## config.mk

```make
export PLATFORM = sky130hd
export DESIGN_NAME = ttpe_tx_path
export DESIGN_NICKNAME = d
export VERILOG_FILES = /design/src/rtl/ttpe_pkg.sv /design/src/rtl/ttpe_prbs.sv /design/src/rtl/ttpe_bipolar_enc.sv /design/src/rtl/ttpe_tx_path.sv
export VERILOG_INCLUDE_DIRS = /design/src /design/src/rtl
export SDC_FILE = /design/constraint.sdc
export NUM_CORES = 1
export LEC_CHECK = 0
export BUFFER_PORTS_ARGS = -buffer_cell sky130_fd_sc_hd__clkbuf_2
export CAP_MARGIN = 15
export CORE_UTILIZATION = 45
export CTS_CLUSTER_SIZE = 16
export DETAILED_ROUTE_END_ITERATION = 7
export GPL_TIMING_DRIVEN = 0
export MAX_ROUTING_LAYER = met4
export SYNTH_ARGS = -nofsm -noshare
export SYNTH_HDL_FRONTEND = slang
export SYNTH_SLANG_ARGS = --single-unit
```

## constraint.sdc

```tcl
create_clock -name clk -period 25.7 [get_ports clk]
set_input_delay 3.855 -clock clk [delete_from_list [all_inputs] [get_ports clk]]
set_output_delay 3.855 -clock clk [all_outputs]
set_load 0.01 [all_outputs]
```

## src/rtl/ttpe_consts.svh

```systemverilog
// Register offsets, field positions, reset values and counts of the transmit test path
`ifndef TTPE_CONSTS_SVH
`define TTPE_CONSTS_SVH
`define TTPE_ADDR_FRAME_FMT 9'h070
`define TTPE_ADDR_LINE_CODE 9'h071
`define TTPE_ADDR_ERR_INS 9'h073
`define TTPE_ADDR_PATT_CFG 9'h076
`define TTPE_ADDR_LOOP_CFG 9'h077
`define TTPE_ADDR_LOOP_PAT 9'h078
`define TTPE_ADDR_CHAN_BASE 9'h100
`define TTPE_ADDR_CHAN_LAST 9'h11F
`define TTPE_REG_RESET 8'h00
`define TTPE_FMT_CAS_BIT 3
`define TTPE_FMT_E1_BIT 7
`define TTPE_ERR_CV 0
`define TTPE_ERR_FRAME 1
`define TTPE_ERR_CRC 2
`define TTPE_ERR_ALIGN 3
`define TTPE_ERR_SLIP_DIR 4
`define TTPE_ERR_PRBS 5
`define TTPE_ERR_MF 6
`define TTPE_ERR_CAS_MF 7
`define TTPE_PATT_ZLIM_BIT 2
`define TTPE_PATT_FRAMED_BIT 3
`define TTPE_PATT_GO_BIT 4
`define TTPE_LOOP_UNFRAMED_BIT 2
`define TTPE_LOOP_GO_BIT 3
`define TTPE_LOOP_LEN_MIN 3'h4
`define TTPE_CHAN_B7_BIT 0
`define TTPE_LC_AMI 2'h0
`define TTPE_LC_ZCS 2'h1
`define TTPE_LC_PDV 2'h2
`define TTPE_LC_UMC 2'h3
`define TTPE_UMC_BYTE 8'h98
`define TTPE_B7_MASK 8'h02
`define TTPE_PDV_ZERO_MAX 4'hE
`define TTPE_ZLIM_SHORT 4'h7
`define TTPE_ZLIM_LONG 4'hE
`define TTPE_HDB3_RUN 3'h3
`define TTPE_B8ZS_RUN 3'h7
`define TTPE_PRBS_SEED 23'h7F_FFFF
`endif

```

## src/rtl/ttpe_pkg.sv

```systemverilog
// Shared types of the transmit test path
package ttpe_pkg;
  typedef enum logic [1:0] {
    TTPE_BIP_AMI = 2'b00,
    TTPE_BIP_HDB3 = 2'b01,
    TTPE_BIP_B8ZS = 2'b10
  } ttpe_bip_t;
  typedef enum logic [1:0] {
    TTPE_SYM_ZERO = 2'b00,
    TTPE_SYM_MARK = 2'b01,
    TTPE_SYM_VIOL = 2'b10
  } ttpe_sym_t;
endpackage : ttpe_pkg

```

## src/rtl/ttpe_prbs.sv

```systemverilog
// Selectable pseudo-random generator with optional zero-run cap
`timescale 1ns/1ps
`include "ttpe_consts.svh"
module ttpe_prbs (
  input wire logic clk,
  input wire logic rst,
  input wire logic adv,
  input wire logic [1:0] sel,
  input wire logic zlim,
  output logic bit_out
);
  logic [22:0] lfsr_reg;
  logic [3:0] zero_cnt_reg;
  logic raw;
  logic fb;
  logic [3:0] cap;

  always_comb
  begin
    case (sel)
      2'd0:
      begin
        raw = lfsr_reg[10];
        fb = lfsr_reg[10] ^ lfsr_reg[8];
      end
      2'd1:
      begin
        raw = lfsr_reg[14];
        fb = lfsr_reg[14] ^ lfsr_reg[13];
      end
      2'd2:
      begin
        raw = lfsr_reg[19];
        fb = lfsr_reg[19] ^ lfsr_reg[2];
      end
      default:
      begin
        raw = lfsr_reg[22];
        fb = lfsr_reg[22] ^ lfsr_reg[17];
      end
    endcase
    cap = sel[1] ? `TTPE_ZLIM_LONG : `TTPE_ZLIM_SHORT;
    bit_out = (zlim && zero_cnt_reg == cap) ? 1'b1 : raw;
  end

  always_ff @(posedge clk or posedge rst)
  begin
    if (rst)
      lfsr_reg <= `TTPE_PRBS_SEED;
    else if (adv)
      lfsr_reg <= {lfsr_reg[21:0], fb};
  end

  always_ff @(posedge clk or posedge rst)
  begin
    if (rst)
      zero_cnt_reg <= 4'h0;
    else if (adv)
      zero_cnt_reg <= bit_out ? 4'h0 : zero_cnt_reg + 4'h1;
  end
endmodule : ttpe_prbs

```

## src/rtl/ttpe_bipolar_enc.sv

```systemverilog
// Dual-rail encoder: AMI, HDB3 and B8ZS substitution with violation injection
`timescale 1ns/1ps
`include "ttpe_consts.svh"
module ttpe_bipolar_enc (
  input wire logic clk,
  input wire logic rst,
  input wire logic bit_valid,
  input wire logic bit_in,
  input wire ttpe_pkg::ttpe_bip_t mode,
  input wire logic cv_req,
  output logic cv_done,
  output logic pos_out,
  output logic neg_out,
  output logic out_valid
);
  // Eight-symbol lookahead so a zero run can be rewritten before it leaves
  ttpe_pkg::ttpe_sym_t sym_reg [0:7];
  ttpe_pkg::ttpe_sym_t sym_next [0:7];
  logic [2:0] zrun_reg;
  logic par_reg;
  logic last_pol_reg;
  logic prev_mark_reg;
  logic [1:0] cv_cnt_reg;
  logic head_mark;
  logic inject;
  logic pol;

  always_comb
  begin
    for (int i = 7; i > 0; i--)
      sym_next[i] = sym_reg[i-1];
    sym_next[0] = bit_in ? ttpe_pkg::TTPE_SYM_MARK : ttpe_pkg::TTPE_SYM_ZERO;
    if (!bit_in && mode == ttpe_pkg::TTPE_BIP_HDB3 && zrun_reg == `TTPE_HDB3_RUN)
    begin
      sym_next[0] = ttpe_pkg::TTPE_SYM_VIOL;
      if (!par_reg)
        sym_next[3] = ttpe_pkg::TTPE_SYM_MARK;
    end
    if (!bit_in && mode == ttpe_pkg::TTPE_BIP_B8ZS && zrun_reg == `TTPE_B8ZS_RUN)
    begin
      sym_next[4] = ttpe_pkg::TTPE_SYM_VIOL;
      sym_next[3] = ttpe_pkg::TTPE_SYM_MARK;
      sym_next[1] = ttpe_pkg::TTPE_SYM_VIOL;
      sym_next[0] = ttpe_pkg::TTPE_SYM_MARK;
    end
  end

  always_ff @(posedge clk or posedge rst)
  begin
    if (rst)
    begin
      for (int i = 0; i < 8; i++)
        sym_reg[i] <= ttpe_pkg::TTPE_SYM_ZERO;
    end
    else if (bit_valid)
    begin
      for (int i = 0; i < 8; i++)
        sym_reg[i] <= sym_next[i];
    end
  end

  // Run length and mark parity since the last substitution
  always_ff @(posedge clk or posedge rst)
  begin
    if (rst)
    begin
      zrun_reg <= 3'h0;
      par_reg <= 1'b0;
    end
    else if (bit_valid)
    begin
      if (bit_in)
      begin
        zrun_reg <= 3'h0;
        par_reg <= ~par_reg;
      end
      else if (sym_next[0] != ttpe_pkg::TTPE_SYM_ZERO)
      begin
        zrun_reg <= 3'h0;
        par_reg <= 1'b0;
      end
      else
        zrun_reg <= zrun_reg + 3'h1;
    end
  end

  assign head_mark = sym_reg[7] != ttpe_pkg::TTPE_SYM_ZERO;
  assign inject = cv_cnt_reg != 2'h0 && sym_reg[7] == ttpe_pkg::TTPE_SYM_MARK
    && prev_mark_reg;
  // Violations reuse the last polarity; normal marks alternate
  assign pol = (sym_reg[7] == ttpe_pkg::TTPE_SYM_VIOL || inject) ? last_pol_reg
    : ~last_pol_reg;

  always_ff @(posedge clk or posedge rst)
  begin
    if (rst)
    begin
      last_pol_reg <= 1'b0;
      prev_mark_reg <= 1'b0;
      pos_out <= 1'b0;
      neg_out <= 1'b0;
      out_valid <= 1'b0;
    end
    else
    begin
      out_valid <= bit_valid;
      if (bit_valid)
      begin
        prev_mark_reg <= head_mark;
        pos_out <= head_mark && pol;
        neg_out <= head_mark && !pol;
        if (head_mark)
          last_pol_reg <= pol;
      end
    end
  end

  always_ff @(posedge clk or posedge rst)
  begin
    if (rst)
    begin
      cv_cnt_reg <= 2'h0;
      cv_done <= 1'b0;
    end
    else
    begin
      cv_done <= 1'b0;
      if (cv_cnt_reg == 2'h0 && cv_req && !cv_done)
        cv_cnt_reg <= (mode == ttpe_pkg::TTPE_BIP_HDB3) ? 2'h2 : 2'h1;
      else if (bit_valid && inject)
      begin
        cv_cnt_reg <= cv_cnt_reg - 2'h1;
        cv_done <= cv_cnt_reg == 2'h1;
      end
    end
  end
endmodule : ttpe_bipolar_enc

```

## src/rtl/ttpe_tx_path.sv

```systemverilog
// Transmit test pattern, error insertion, loop code and line coding path
`timescale 1ns/1ps
`include "ttpe_consts.svh"
// Overview of operation
// - Four PRBS lengths 2^11,15,20,23 minus one, two-bit select, overwrite when started.
// - Zero cap stops runs of 8 (short) or 15 (long) zeros.
// - T1 framed pattern skips the framing bit every 193 bits.
// - E1 framed pattern skips timeslot 0, and 16 under CAS; generator pauses.
// - Unframed pattern fills every bit including framing and signalling.
// - Each error bit written one injects once, zero does nothing; slip direction bit is held as written.
// - T1 violation request sends one bipolar violation, then clears itself.
// - E1 HDB3 violation request sends two same-polarity violations.
// - Frame-bit error inverts the next frame bit.
// - CRC error inverts the next CRC bit.
// - Alignment request shifts framing one bit; E1 picks direction, T1 deletes.
// - Pattern error inverts the next generator output bit.
// - Multiframe error inverts the next multiframe bit.
// - CAS multiframe error inverts the first alignment pattern bit.
// - Loop code repeats the loaded pattern with period 4 to 7.
// - Loop code only in T1; keeps framing bits unless unframed.
// - Byte substitution happens before the CRC feed output.
// - HDB3 uses 000V or B00V so violations alternate polarity.
// - B8ZS replaces eight zeros with 000VB0VB.
// - Enabled channels with an all-zero byte get bit 7 forced to one, except in idle-channel mode.
// - Density enforcer fills long zero runs, never framing bits, T1 only.
// - Idle-channel mode replaces zero bytes with 10011000.
module ttpe_tx_path (
  input wire logic clk,
  input wire logic rst,
  input wire logic [8:0] reg_addr,
  input wire logic [7:0] reg_wdata,
  input wire logic reg_wr,
  input wire logic reg_rd,
  output logic [7:0] reg_rdata,
  input wire logic tx_bit_valid,
  input wire logic tx_bit,
  input wire logic frame_bit_pos,
  input wire logic crc_bit_pos,
  input wire logic mf_bit_pos,
  input wire logic mas_first_pos,
  input wire logic [4:0] ts_num,
  input wire logic [2:0] bit_num,
  output logic subst_valid,
  output logic subst_bit,
  output logic pos_rail_out,
  output logic neg_rail_out,
  output logic rail_valid,
  output logic align_shift_pulse,
  output logic slip_direction_out
);
  logic [7:0] tx_frame_format_cfg_reg;
  logic [7:0] tx_line_code_cfg_reg;
  logic [7:0] error_insert_reg;
  logic [7:0] pattern_cfg_reg;
  logic [7:0] loop_code_cfg_reg;
  logic [7:0] loop_code_pattern_reg;
  logic [7:0] chan_ctrl_mem [0:31];
  logic [7:0] rdata_next;

  logic e1_mode;
  logic cas_mode;
  logic pattern_go;
  logic loop_code_go;
  logic [1:0] line_code_select;
  logic protected_bit;
  logic prbs_use;
  logic loop_use;
  logic prbs_bit;
  logic err_wr;
  logic [7:0] err_set;
  logic [7:0] err_clr;
  logic cv_done;

  logic a_valid_reg;
  logic a_bit_reg;
  logic a_frame_reg;
  logic [4:0] a_ts_reg;
  logic [2:0] a_bitn_reg;
  logic a_bit_next;
  logic [2:0] loop_idx_reg;
  logic [2:0] loop_len;

  logic [7:0] byte_sr_reg;
  logic [7:0] frame_sr_reg;
  logic [7:0] byte_in;
  logic [7:0] byte_next;
  logic byte_end;
  logic [3:0] pdv_zero_reg;
  logic c_bit;
  ttpe_pkg::ttpe_bip_t bip_mode;

  assign e1_mode = tx_frame_format_cfg_reg[`TTPE_FMT_E1_BIT];
  assign cas_mode = tx_frame_format_cfg_reg[`TTPE_FMT_CAS_BIT];
  assign pattern_go = pattern_cfg_reg[`TTPE_PATT_GO_BIT];
  assign loop_code_go = loop_code_cfg_reg[`TTPE_LOOP_GO_BIT];
  assign line_code_select = tx_line_code_cfg_reg[1:0];
  assign err_wr = reg_wr && reg_addr == `TTPE_ADDR_ERR_INS;
  assign err_set = err_wr ? reg_wdata : 8'h00;

  // Register writes
  always_ff @(posedge clk or posedge rst)
  begin
    if (rst)
    begin
      tx_frame_format_cfg_reg <= `TTPE_REG_RESET;
      tx_line_code_cfg_reg <= `TTPE_REG_RESET;
      pattern_cfg_reg <= `TTPE_REG_RESET;
      loop_code_cfg_reg <= `TTPE_REG_RESET;
      loop_code_pattern_reg <= `TTPE_REG_RESET;
    end
    else if (reg_wr)
    begin
      if (reg_addr == `TTPE_ADDR_FRAME_FMT)
        tx_frame_format_cfg_reg <= reg_wdata;
      else if (reg_addr == `TTPE_ADDR_LINE_CODE)
        tx_line_code_cfg_reg <= reg_wdata;
      else if (reg_addr == `TTPE_ADDR_PATT_CFG)
        pattern_cfg_reg <= reg_wdata;
      else if (reg_addr == `TTPE_ADDR_LOOP_CFG)
        loop_code_cfg_reg <= reg_wdata;
      else if (reg_addr == `TTPE_ADDR_LOOP_PAT)
        loop_code_pattern_reg <= reg_wdata;
    end
  end

  always_ff @(posedge clk or posedge rst)
  begin
    if (rst)
    begin
      for (int i = 0; i < 32; i++)
        chan_ctrl_mem[i] <= `TTPE_REG_RESET;
    end
    else if (reg_wr && reg_addr >= `TTPE_ADDR_CHAN_BASE && reg_addr <= `TTPE_ADDR_CHAN_LAST)
      chan_ctrl_mem[reg_addr[4:0]] <= reg_wdata;
  end

  // Pending requests: a new write wins over consumption in the same cycle
  always_ff @(posedge clk or posedge rst)
  begin
    if (rst)
      error_insert_reg <= `TTPE_REG_RESET;
    else
    begin
      error_insert_reg <= (error_insert_reg & ~err_clr) | err_set;
      if (err_wr)
        error_insert_reg[`TTPE_ERR_SLIP_DIR] <= reg_wdata[`TTPE_ERR_SLIP_DIR];
    end
  end

  always_comb
  begin
    rdata_next = 8'h00;
    if (reg_addr == `TTPE_ADDR_FRAME_FMT)
      rdata_next = tx_frame_format_cfg_reg;
    else if (reg_addr == `TTPE_ADDR_LINE_CODE)
      rdata_next = tx_line_code_cfg_reg;
    else if (reg_addr == `TTPE_ADDR_ERR_INS)
      rdata_next = error_insert_reg;
    else if (reg_addr == `TTPE_ADDR_PATT_CFG)
      rdata_next = pattern_cfg_reg;
    else if (reg_addr == `TTPE_ADDR_LOOP_CFG)
      rdata_next = loop_code_cfg_reg;
    else if (reg_addr == `TTPE_ADDR_LOOP_PAT)
      rdata_next = loop_code_pattern_reg;
    else if (reg_addr >= `TTPE_ADDR_CHAN_BASE && reg_addr <= `TTPE_ADDR_CHAN_LAST)
      rdata_next = chan_ctrl_mem[reg_addr[4:0]];
  end

  always_ff @(posedge clk or posedge rst)
  begin
    if (rst)
      reg_rdata <= 8'h00;
    else if (reg_rd)
      reg_rdata <= rdata_next;
  end

  // Framing positions the generators must leave alone
  always_comb
  begin
    if (e1_mode)
      protected_bit = ts_num == 5'd0 || (cas_mode && ts_num == 5'd16);
    else
      protected_bit = frame_bit_pos;
    prbs_use = pattern_go && !(pattern_cfg_reg[`TTPE_PATT_FRAMED_BIT] && protected_bit);
    loop_use = !prbs_use && loop_code_go && !e1_mode
      && (loop_code_cfg_reg[`TTPE_LOOP_UNFRAMED_BIT] || !frame_bit_pos);
  end

  ttpe_prbs u_prbs (
    .clk(clk),
    .rst(rst),
    .adv(tx_bit_valid && prbs_use),
    .sel(pattern_cfg_reg[1:0]),
    .zlim(pattern_cfg_reg[`TTPE_PATT_ZLIM_BIT]),
    .bit_out(prbs_bit)
  );

  assign loop_len = `TTPE_LOOP_LEN_MIN + {1'b0, loop_code_cfg_reg[1:0]};

  // Overwrite and single-shot inversions on the incoming bit
  always_comb
  begin
    err_clr = 8'h00;
    a_bit_next = tx_bit;
    if (prbs_use)
    begin
      a_bit_next = prbs_bit;
      if (error_insert_reg[`TTPE_ERR_PRBS])
      begin
        a_bit_next = ~prbs_bit;
        err_clr[`TTPE_ERR_PRBS] = tx_bit_valid;
      end
    end
    else if (loop_use)
      a_bit_next = loop_code_pattern_reg[3'd7 - loop_idx_reg];
    if (frame_bit_pos && error_insert_reg[`TTPE_ERR_FRAME])
    begin
      a_bit_next = ~a_bit_next;
      err_clr[`TTPE_ERR_FRAME] = tx_bit_valid;
    end
    if (crc_bit_pos && error_insert_reg[`TTPE_ERR_CRC])
    begin
      a_bit_next = ~a_bit_next;
      err_clr[`TTPE_ERR_CRC] = tx_bit_valid;
    end
    if (mf_bit_pos && error_insert_reg[`TTPE_ERR_MF])
    begin
      a_bit_next = ~a_bit_next;
      err_clr[`TTPE_ERR_MF] = tx_bit_valid;
    end
    if (mas_first_pos && error_insert_reg[`TTPE_ERR_CAS_MF])
    begin
      a_bit_next = ~a_bit_next;
      err_clr[`TTPE_ERR_CAS_MF] = tx_bit_valid;
    end
    err_clr[`TTPE_ERR_ALIGN] = error_insert_reg[`TTPE_ERR_ALIGN];
    err_clr[`TTPE_ERR_CV] = cv_done;
  end

  always_ff @(posedge clk or posedge rst)
  begin
    if (rst)
      loop_idx_reg <= 3'h0;
    else if (!loop_code_go)
      loop_idx_reg <= 3'h0;
    else if (tx_bit_valid && loop_use)
      loop_idx_reg <= (loop_idx_reg + 3'h1 >= loop_len) ? 3'h0 : loop_idx_reg + 3'h1;
  end

  always_ff @(posedge clk or posedge rst)
  begin
    if (rst)
    begin
      a_valid_reg <= 1'b0;
      a_bit_reg <= 1'b0;
      a_frame_reg <= 1'b0;
      a_ts_reg <= 5'h0;
      a_bitn_reg <= 3'h0;
    end
    else
    begin
      a_valid_reg <= tx_bit_valid;
      if (tx_bit_valid)
      begin
        a_bit_reg <= a_bit_next;
        a_frame_reg <= frame_bit_pos;
        a_ts_reg <= ts_num;
        a_bitn_reg <= bit_num;
      end
    end
  end

  // The framer shifts its alignment on this pulse; T1 always deletes
  always_ff @(posedge clk or posedge rst)
  begin
    if (rst)
    begin
      align_shift_pulse <= 1'b0;
      slip_direction_out <= 1'b0;
    end
    else
    begin
      align_shift_pulse <= error_insert_reg[`TTPE_ERR_ALIGN];
      slip_direction_out <= e1_mode && error_insert_reg[`TTPE_ERR_SLIP_DIR];
    end
  end

  // Whole channel bytes are rewritten once the last bit has arrived
  assign byte_in = {byte_sr_reg[6:0], a_bit_reg};
  assign byte_end = a_bitn_reg == 3'd7 && !a_frame_reg && !(e1_mode && a_ts_reg == 5'd0);

  always_comb
  begin
    byte_next = byte_in;
    if (byte_end && byte_in == 8'h00)
    begin
      if (line_code_select == `TTPE_LC_UMC)
        byte_next = `TTPE_UMC_BYTE;
      else if (chan_ctrl_mem[a_ts_reg][`TTPE_CHAN_B7_BIT])
        byte_next = `TTPE_B7_MASK;
    end
  end

  always_ff @(posedge clk or posedge rst)
  begin
    if (rst)
    begin
      byte_sr_reg <= 8'h00;
      frame_sr_reg <= 8'h00;
    end
    else if (a_valid_reg)
    begin
      byte_sr_reg <= byte_next;
      frame_sr_reg <= {frame_sr_reg[6:0], a_frame_reg};
    end
  end

  // Density enforcement only looks at zero runs, a simplified window
  assign c_bit = byte_sr_reg[7] || (line_code_select == `TTPE_LC_PDV && !e1_mode
    && !frame_sr_reg[7] && pdv_zero_reg == `TTPE_PDV_ZERO_MAX);

  always_ff @(posedge clk or posedge rst)
  begin
    if (rst)
      pdv_zero_reg <= 4'h0;
    else if (a_valid_reg)
      pdv_zero_reg <= c_bit ? 4'h0 : pdv_zero_reg + 4'h1;
  end

  // Substituted data feeds the CRC generator ahead of the line coder
  always_ff @(posedge clk or posedge rst)
  begin
    if (rst)
    begin
      subst_valid <= 1'b0;
      subst_bit <= 1'b0;
    end
    else
    begin
      subst_valid <= a_valid_reg;
      subst_bit <= a_valid_reg && c_bit;
    end
  end

  always_comb
  begin
    bip_mode = ttpe_pkg::TTPE_BIP_AMI;
    if (line_code_select == `TTPE_LC_ZCS)
      bip_mode = e1_mode ? ttpe_pkg::TTPE_BIP_HDB3 : ttpe_pkg::TTPE_BIP_B8ZS;
  end

  ttpe_bipolar_enc u_enc (
    .clk(clk),
    .rst(rst),
    .bit_valid(a_valid_reg),
    .bit_in(c_bit),
    .mode(bip_mode),
    .cv_req(error_insert_reg[`TTPE_ERR_CV]),
    .cv_done(cv_done),
    .pos_out(pos_rail_out),
    .neg_out(neg_rail_out),
    .out_valid(rail_valid)
  );
endmodule : ttpe_tx_path

```

==> impl_metrics.yaml, run 1 <==
status:
  status: "finished, final reports clean"
clock_tree:
  cts-resized-gates: 0
  postCtsSetupBuffers: 0
  cts_tree: "done"
  clkTransAtPathRegs_ns: 0.06
  clk_path_buf_depth: 3
  cts_root_buffer: "clkbuf_16"
  htree_levels: 2
  numCtsBuffers: 46
  insertion_delay_ns: 0.59
  clkSinkCount: 404
  hold_buffers: 0
critical_path:
  end_kind: "flip-flop"
  crit_path_start_kind: "primary input"
  cp.required_ns: 26.15
  crit_arrival_ns: 6.84
  regToRegSetupSlack_ns: 23.14
  crit_type: "in2reg"
  cp_max_fo: 10
synthesis:
  yosys.area.top_type: "dfrtp_1"
  async_flop_share: 1.00
  ys_types: 77
  yosysMostFrequentCell: "dfrtp_1"
  ys_seq_elements: 404
  synth_edf_count: 0
  synthTopCellsByArea: "dfrtp_1 (50%), mux2_2 (22%), mux4_2 (9.3%)"
  yosysWarnings: 0
  synthCells: 1333
  syn_area_um2: 19100
  synth_ff_type: "dfrtp_1"
  yosysTopAreaCellShare: 0.500
  syn_nets: 1379
  synth_common_cells: "dfrtp_1 (381), mux2_2 (365), mux4_2 (79), clkbuf_1 (54), nand2_1 (54)"
  syn_area_per_cell_um2: 14.3
  yosysSeqAreaShare: 0.531
cells_and_area:
  final_cells: 1993
  layout-drive-gt1-share: 0.433
  final_util: 0.513
  nets: 1467
  multi_input_area_um2: 8450
  largest_reg_flops: 256
  final-seq-area_um2: 10100
  fill_cells: 3591
  syn2layout_area_growth_pct: 12.6
die:
  die-area_um2: 43200
  fp-row-count: 75
  die_w_um: 208
  ios: 50
  floorplan.initialDensity: 0.456
  core_um2: 41900
  fp.dieH_um: 208
placement:
  hpwlAfterDp_mm: 34.1
  gp_congestion: 0.892
  io_buffers: 37
  dp_cells: 1912
  pre_cts_ws_ns: 18.80
timing:
  fin_crit_ns: 6.39
  worst_slack_ns: 19.31
  hold_viol_final: 0
  fin_crit_sh: 0.249
  fmax_ghz: 0.156
  worst_pin_slew_ns: 1.10
  slew_headroom: 0.267
  skew_ns: 0.0246
  rsz0062_at_grt: "false"
  setup_violations: 0
  maxSlewViolCount: 0
  setup_tns_ns: 0
route:
  ant_nets: 0
  post-route-drc-count: 0
  wirelength_mm: 50.4
  via_per_inst: 5.96
  wl_per_cell_um: 25.3
  num_vias: 11900
  first_pass_iters: 5
  first_iter_violations: 955
global_routing:
  antenna_found_initial: 1
  grt_pass1_wl_mm: 77.5
  grt_pass1_vias: 12200
  grt_usage: 0.248
  grt.overflow.total: 0
  grt_max_degree: 124
power:
  ir_drop_v: 0.0000492
  power_density_nw_per_um2: 69.0
  leakagePower_nw: 9.98
run:
  maxCapViolations: 0
min_path:
  min_path_type: "reg2reg"
[kinds of logic after synthesis]
family	synth area share
AOI/OAI and AO/OA	0.0451
xor gates and xnor gates	0.00459
adders and majority gates	0.00721
buffers and inverters	0.0258
DFF	0.531
muxes	0.325
and+or+nand+nor	0.0614
[area by class of cell]
class	count	share of cell area
multi-input cells	814	0.393
plain buffers	89	0.0184
clock buffers	73	0.0649
clock inverters	7	0.00297
diodes	1	0.000116
flip-flops and latches	404	0.472
repair buffers	40	0.0125
inverters	26	0.00489
well taps	539	0.0314
[power by group]
part           internal [mW]  leakage [nW]  switching [mW]
sequential             0.672          5.40          0.0253
clock                  0.379         0.720           0.261
combinational         0.0630          3.87          0.0818
total                   1.11          9.98           0.368
[critical path: stages]
cell      delay [ns]
clkbuf_2        0.15
buf_2           0.39
buf_1           0.65
clkbuf_1        0.50
nand3_1         0.75
mux2_2          0.52
[cell usage in the layout (no fill, tap or decap), drive strengths merged, types with 3 or more instances in the layout]
master   count
a211oi       5
a21oi       17
a31oi        8
a32o         5
a32oi        3
and3        11
and3b        4
buf         38
clkbuf     164
clkinv       5
dfrtp      381
dfstp       23
ha          11
inv         27
mux2       367
mux2i       28
mux4        79
nand2       56
nand2b      14
nand3       20
nand3b       6
nand4        4
nor2        30
nor2b       12
nor3        15
nor3b        4
o21ai       26
o221ai       3
o22a         8
o22ai       15
o2bb2ai      9
or4          4
xnor2        9
[final timing paths]
| path | start | to | depth (start not counted) |
|---|---|---|---|
| setup reg to reg | a_ts_reg[0]$_DFFE_PP0P_ | byte_sr_reg[1]$_DFFE_PP0P_ | 6 |
| hold reg to reg | error_insert_reg[3]$_DFF_PP0_ | align_shift_pulse$_DFF_PP0_ | 0 |
| max in group asynchronous | rst | chan_ctrl_mem[234]$_DFFE_PP0P_ | 4 |
| hold / removal | error_insert_reg[3]$_DFF_PP0_ | align_shift_pulse$_DFF_PP0_ | 0 |
| setup / recovery | reg_addr[2] | chan_ctrl_mem[78]$_DFFE_PP0P_ | 6 |
| min in group asynchronous | rst | loop_code_cfg_reg[2]$_DFFE_PP0P_ | 2 |
[routing by layer]
layer	GRT usage	vias to the layer above	share of wire
met5	-	-	0
met4	0.0833	0	0.029
met3	0.0379	88	0.052
met2	0.383	341	0.47
met1	0.337	6289	0.44
li1	-	5166	-
[through the flow]
step | hold slack (ns) | area, um2 | power [mW]
4_1_cts | 0.403 | 21500 | 1.50
5_1_grt | 0.416 | 21500 | 1.54
2_1_floorplan | 0.354 | 19100 | 0.806
3_5_place_dp | 0.396 | 20000 | 0.854
6_report | 0.406 | 21500 | 1.48
3_3_place_gp | 0.395 | 19900 | 0.847
No activity file was read; power rests on OpenSTA's default activity.
==> run 2: changes to the inputs <==
Clock period 25.7 ns to 5.6 ns, I/O delays scaled along.
==> run 2 against run 1 <==
Compared with the run above: clock power rose to 4.7 times the previous value; worst setup slack worse by 17 ns; die area unchanged; cell count up 0.50%; global-route usage down 0.16 points; non-clock buffer count up 7; cell area up 0.83%; clock skew down 0.0015 ns; critical endpoint is now chan_ctrl_mem[76]$_DFFE_PP0P_; largest cell class unchanged.
==> impl_metrics.yaml, run 2 (synthesis results as in run 1) <==
status:
  status: "finished, final reports clean"
timing:
  setup_violations: 0
  fin_crit_ns: 3.44
  rsz0062_at_grt: "false"
  worst_pin_slew_ns: 1.01
  slew_headroom: 0.327
  hold_viol_final: 0
  worst_slack_ns: 2.16
  fin_crit_sh: 0.614
  skew_ns: 0.0230
  fmax_ghz: 0.291
  hold_slack_ns: 0.336
  setup_tns_ns: 0
  maxSlewViolCount: 0
global_routing:
  grt.overflow.total: 0
  grt_util_met1: 0.332
  antenna_found_initial: 2
  grt.busiest_layer: "met2"
  use_met3: 0.0489
  grt_use_met2: 0.381
  grt_usage: 0.247
  grt_max_degree: 44
  grt_pass1_vias: 12400
  grt_pass1_wl_mm: 77.6
placement:
  post_dp_cell_area_um2: 20200
  pre_cts_ws_ns: 1.59
  hpwlAfterDp_mm: 34.7
  dp_cells: 1919
  io_buffers: 37
  gp_congestion: 0.887
cells_and_area:
  final_cell_mix: "dfrtp_1 (381), mux2_2 (365), mux4_2 (79)"
  final-seq-area_um2: 10100
  fill_cells: 3605
  multi_input_area_um2: 8450
  syn2layout_area_growth_pct: 13.6
  layout_commonest_cell: "dfrtp_1"
  finish.instance_area_um2: 21700
  layout-drive-gt1-share: 0.439
  nets: 1473
  final_cells: 2003
  largest_reg_flops: 256
power:
  power_density_nw_per_um2: 318
  ir_drop_v: 0.000223
  leakagePower_nw: 10.1
clock_tree:
  postCtsSetupBuffers: 0
  cts_root_buffer: "clkbuf_16"
  hold_buffers: 0
  clkSinkCount: 404
  htree_levels: 2
  numCtsBuffers: 45
  clk_path_buf_depth: 3
  insertion_delay_ns: 0.59
  cts-resized-gates: 0
  clkTransAtPathRegs_ns: 0.06
  cts_tree: "done"
min_path:
  min_path_type: "in2async"
critical_path:
  crit_path_start: "reg_addr[2]"
  cp.required_ns: 6.05
  end_kind: "flip-flop"
  crit_path_start_kind: "primary input"
  crit_type: "in2reg"
  crit_arrival_ns: 3.89
  timing.rr.start: "a_ts_reg[0]$_DFFE_PP0P_"
  cp_max_fo: 10
die:
  floorplan.initialDensity: 0.456
  ios: 50
  die-area_um2: 43200
  fp-row-count: 75
  core_um2: 41900
  fp.dieH_um: 208
  die_w_um: 208
route:
  wirelength_mm: 49.7
  wl_per_cell_um: 24.8
  num_vias: 11800
  first_iter_violations: 829
  ant_nets: 0
  post-route-drc-count: 0
  via_per_inst: 5.89
  first_pass_iters: 5
run:
  maxCapViolations: 0
-- run 2: cell count changes in the layout (fill, tap and decap cells not counted), sizes merged --
cell,change
bufinv,+3
diode,+1
clkbuf,-7
clkinv,+5
clkinvlp,+1
buf,+7
-- run 2: power by group --
group	leakage, nW	switching (mW)	internal, mW
Clock	0.754	1.20	1.82
Combinational	3.92	0.372	0.297
Sequential	5.40	0.114	3.09
-- run 2: path summary, 6_finish.rpt --
path / endpoint / slack [ns] / cells after the start
worst max-delay path: chan_ctrl_mem[76]$_DFFE_PP0P_ / 2.16 / 6
worst min-delay path: chan_ctrl_mem[77]$_DFFE_PP0P_ / 0.34 / 2
worst max register to register: byte_sr_reg[1]$_DFFE_PP0P_ / 3.12 / 6
worst min register to register: u_enc.out_valid$_DFF_PP0_ / 0.41 / 0
max in group asynchronous: u_enc.sym_reg[9]$_DFFE_PP0P_ / 3.75 / 6
min in group clk: u_enc.out_valid$_DFF_PP0_ / 0.41 / 0
-- run 2: routing by layer --
layer  routed length [um]  up-vias
met2                23600      298
met5                    0        -
li1                     -     5174
met3                 2830       83
met1                22100     6247
met4                 1160        0
-- run 2: critical path: stages --
cell	delay, ns
clkbuf_2	0.14
buf_2	0.41
buf_1	0.67
clkbuf_1	0.52
nand3_1	0.76
mux2_2	0.52
-- run 2: layout make-up --
class / count / area share
antenna: 2 / 0.000231
buffer: 89 / 0.0182
clock buffer: 66 / 0.0612
clock inverter: 16 / 0.00860
inverter: 26 / 0.00468
multi-input combinational: 814 / 0.390
sequential: 404 / 0.468
tap: 539 / 0.0311
timing repair buffer: 47 / 0.0181
-- run 2: metrics by stage --
step                      total power [mW]  utilization
final                                 6.89        0.518
after global routing                  7.17        0.518
after CTS                             6.96        0.518
after detailed placement              3.93        0.481
after global placement                3.89        0.477
after floorplan                       3.70            -
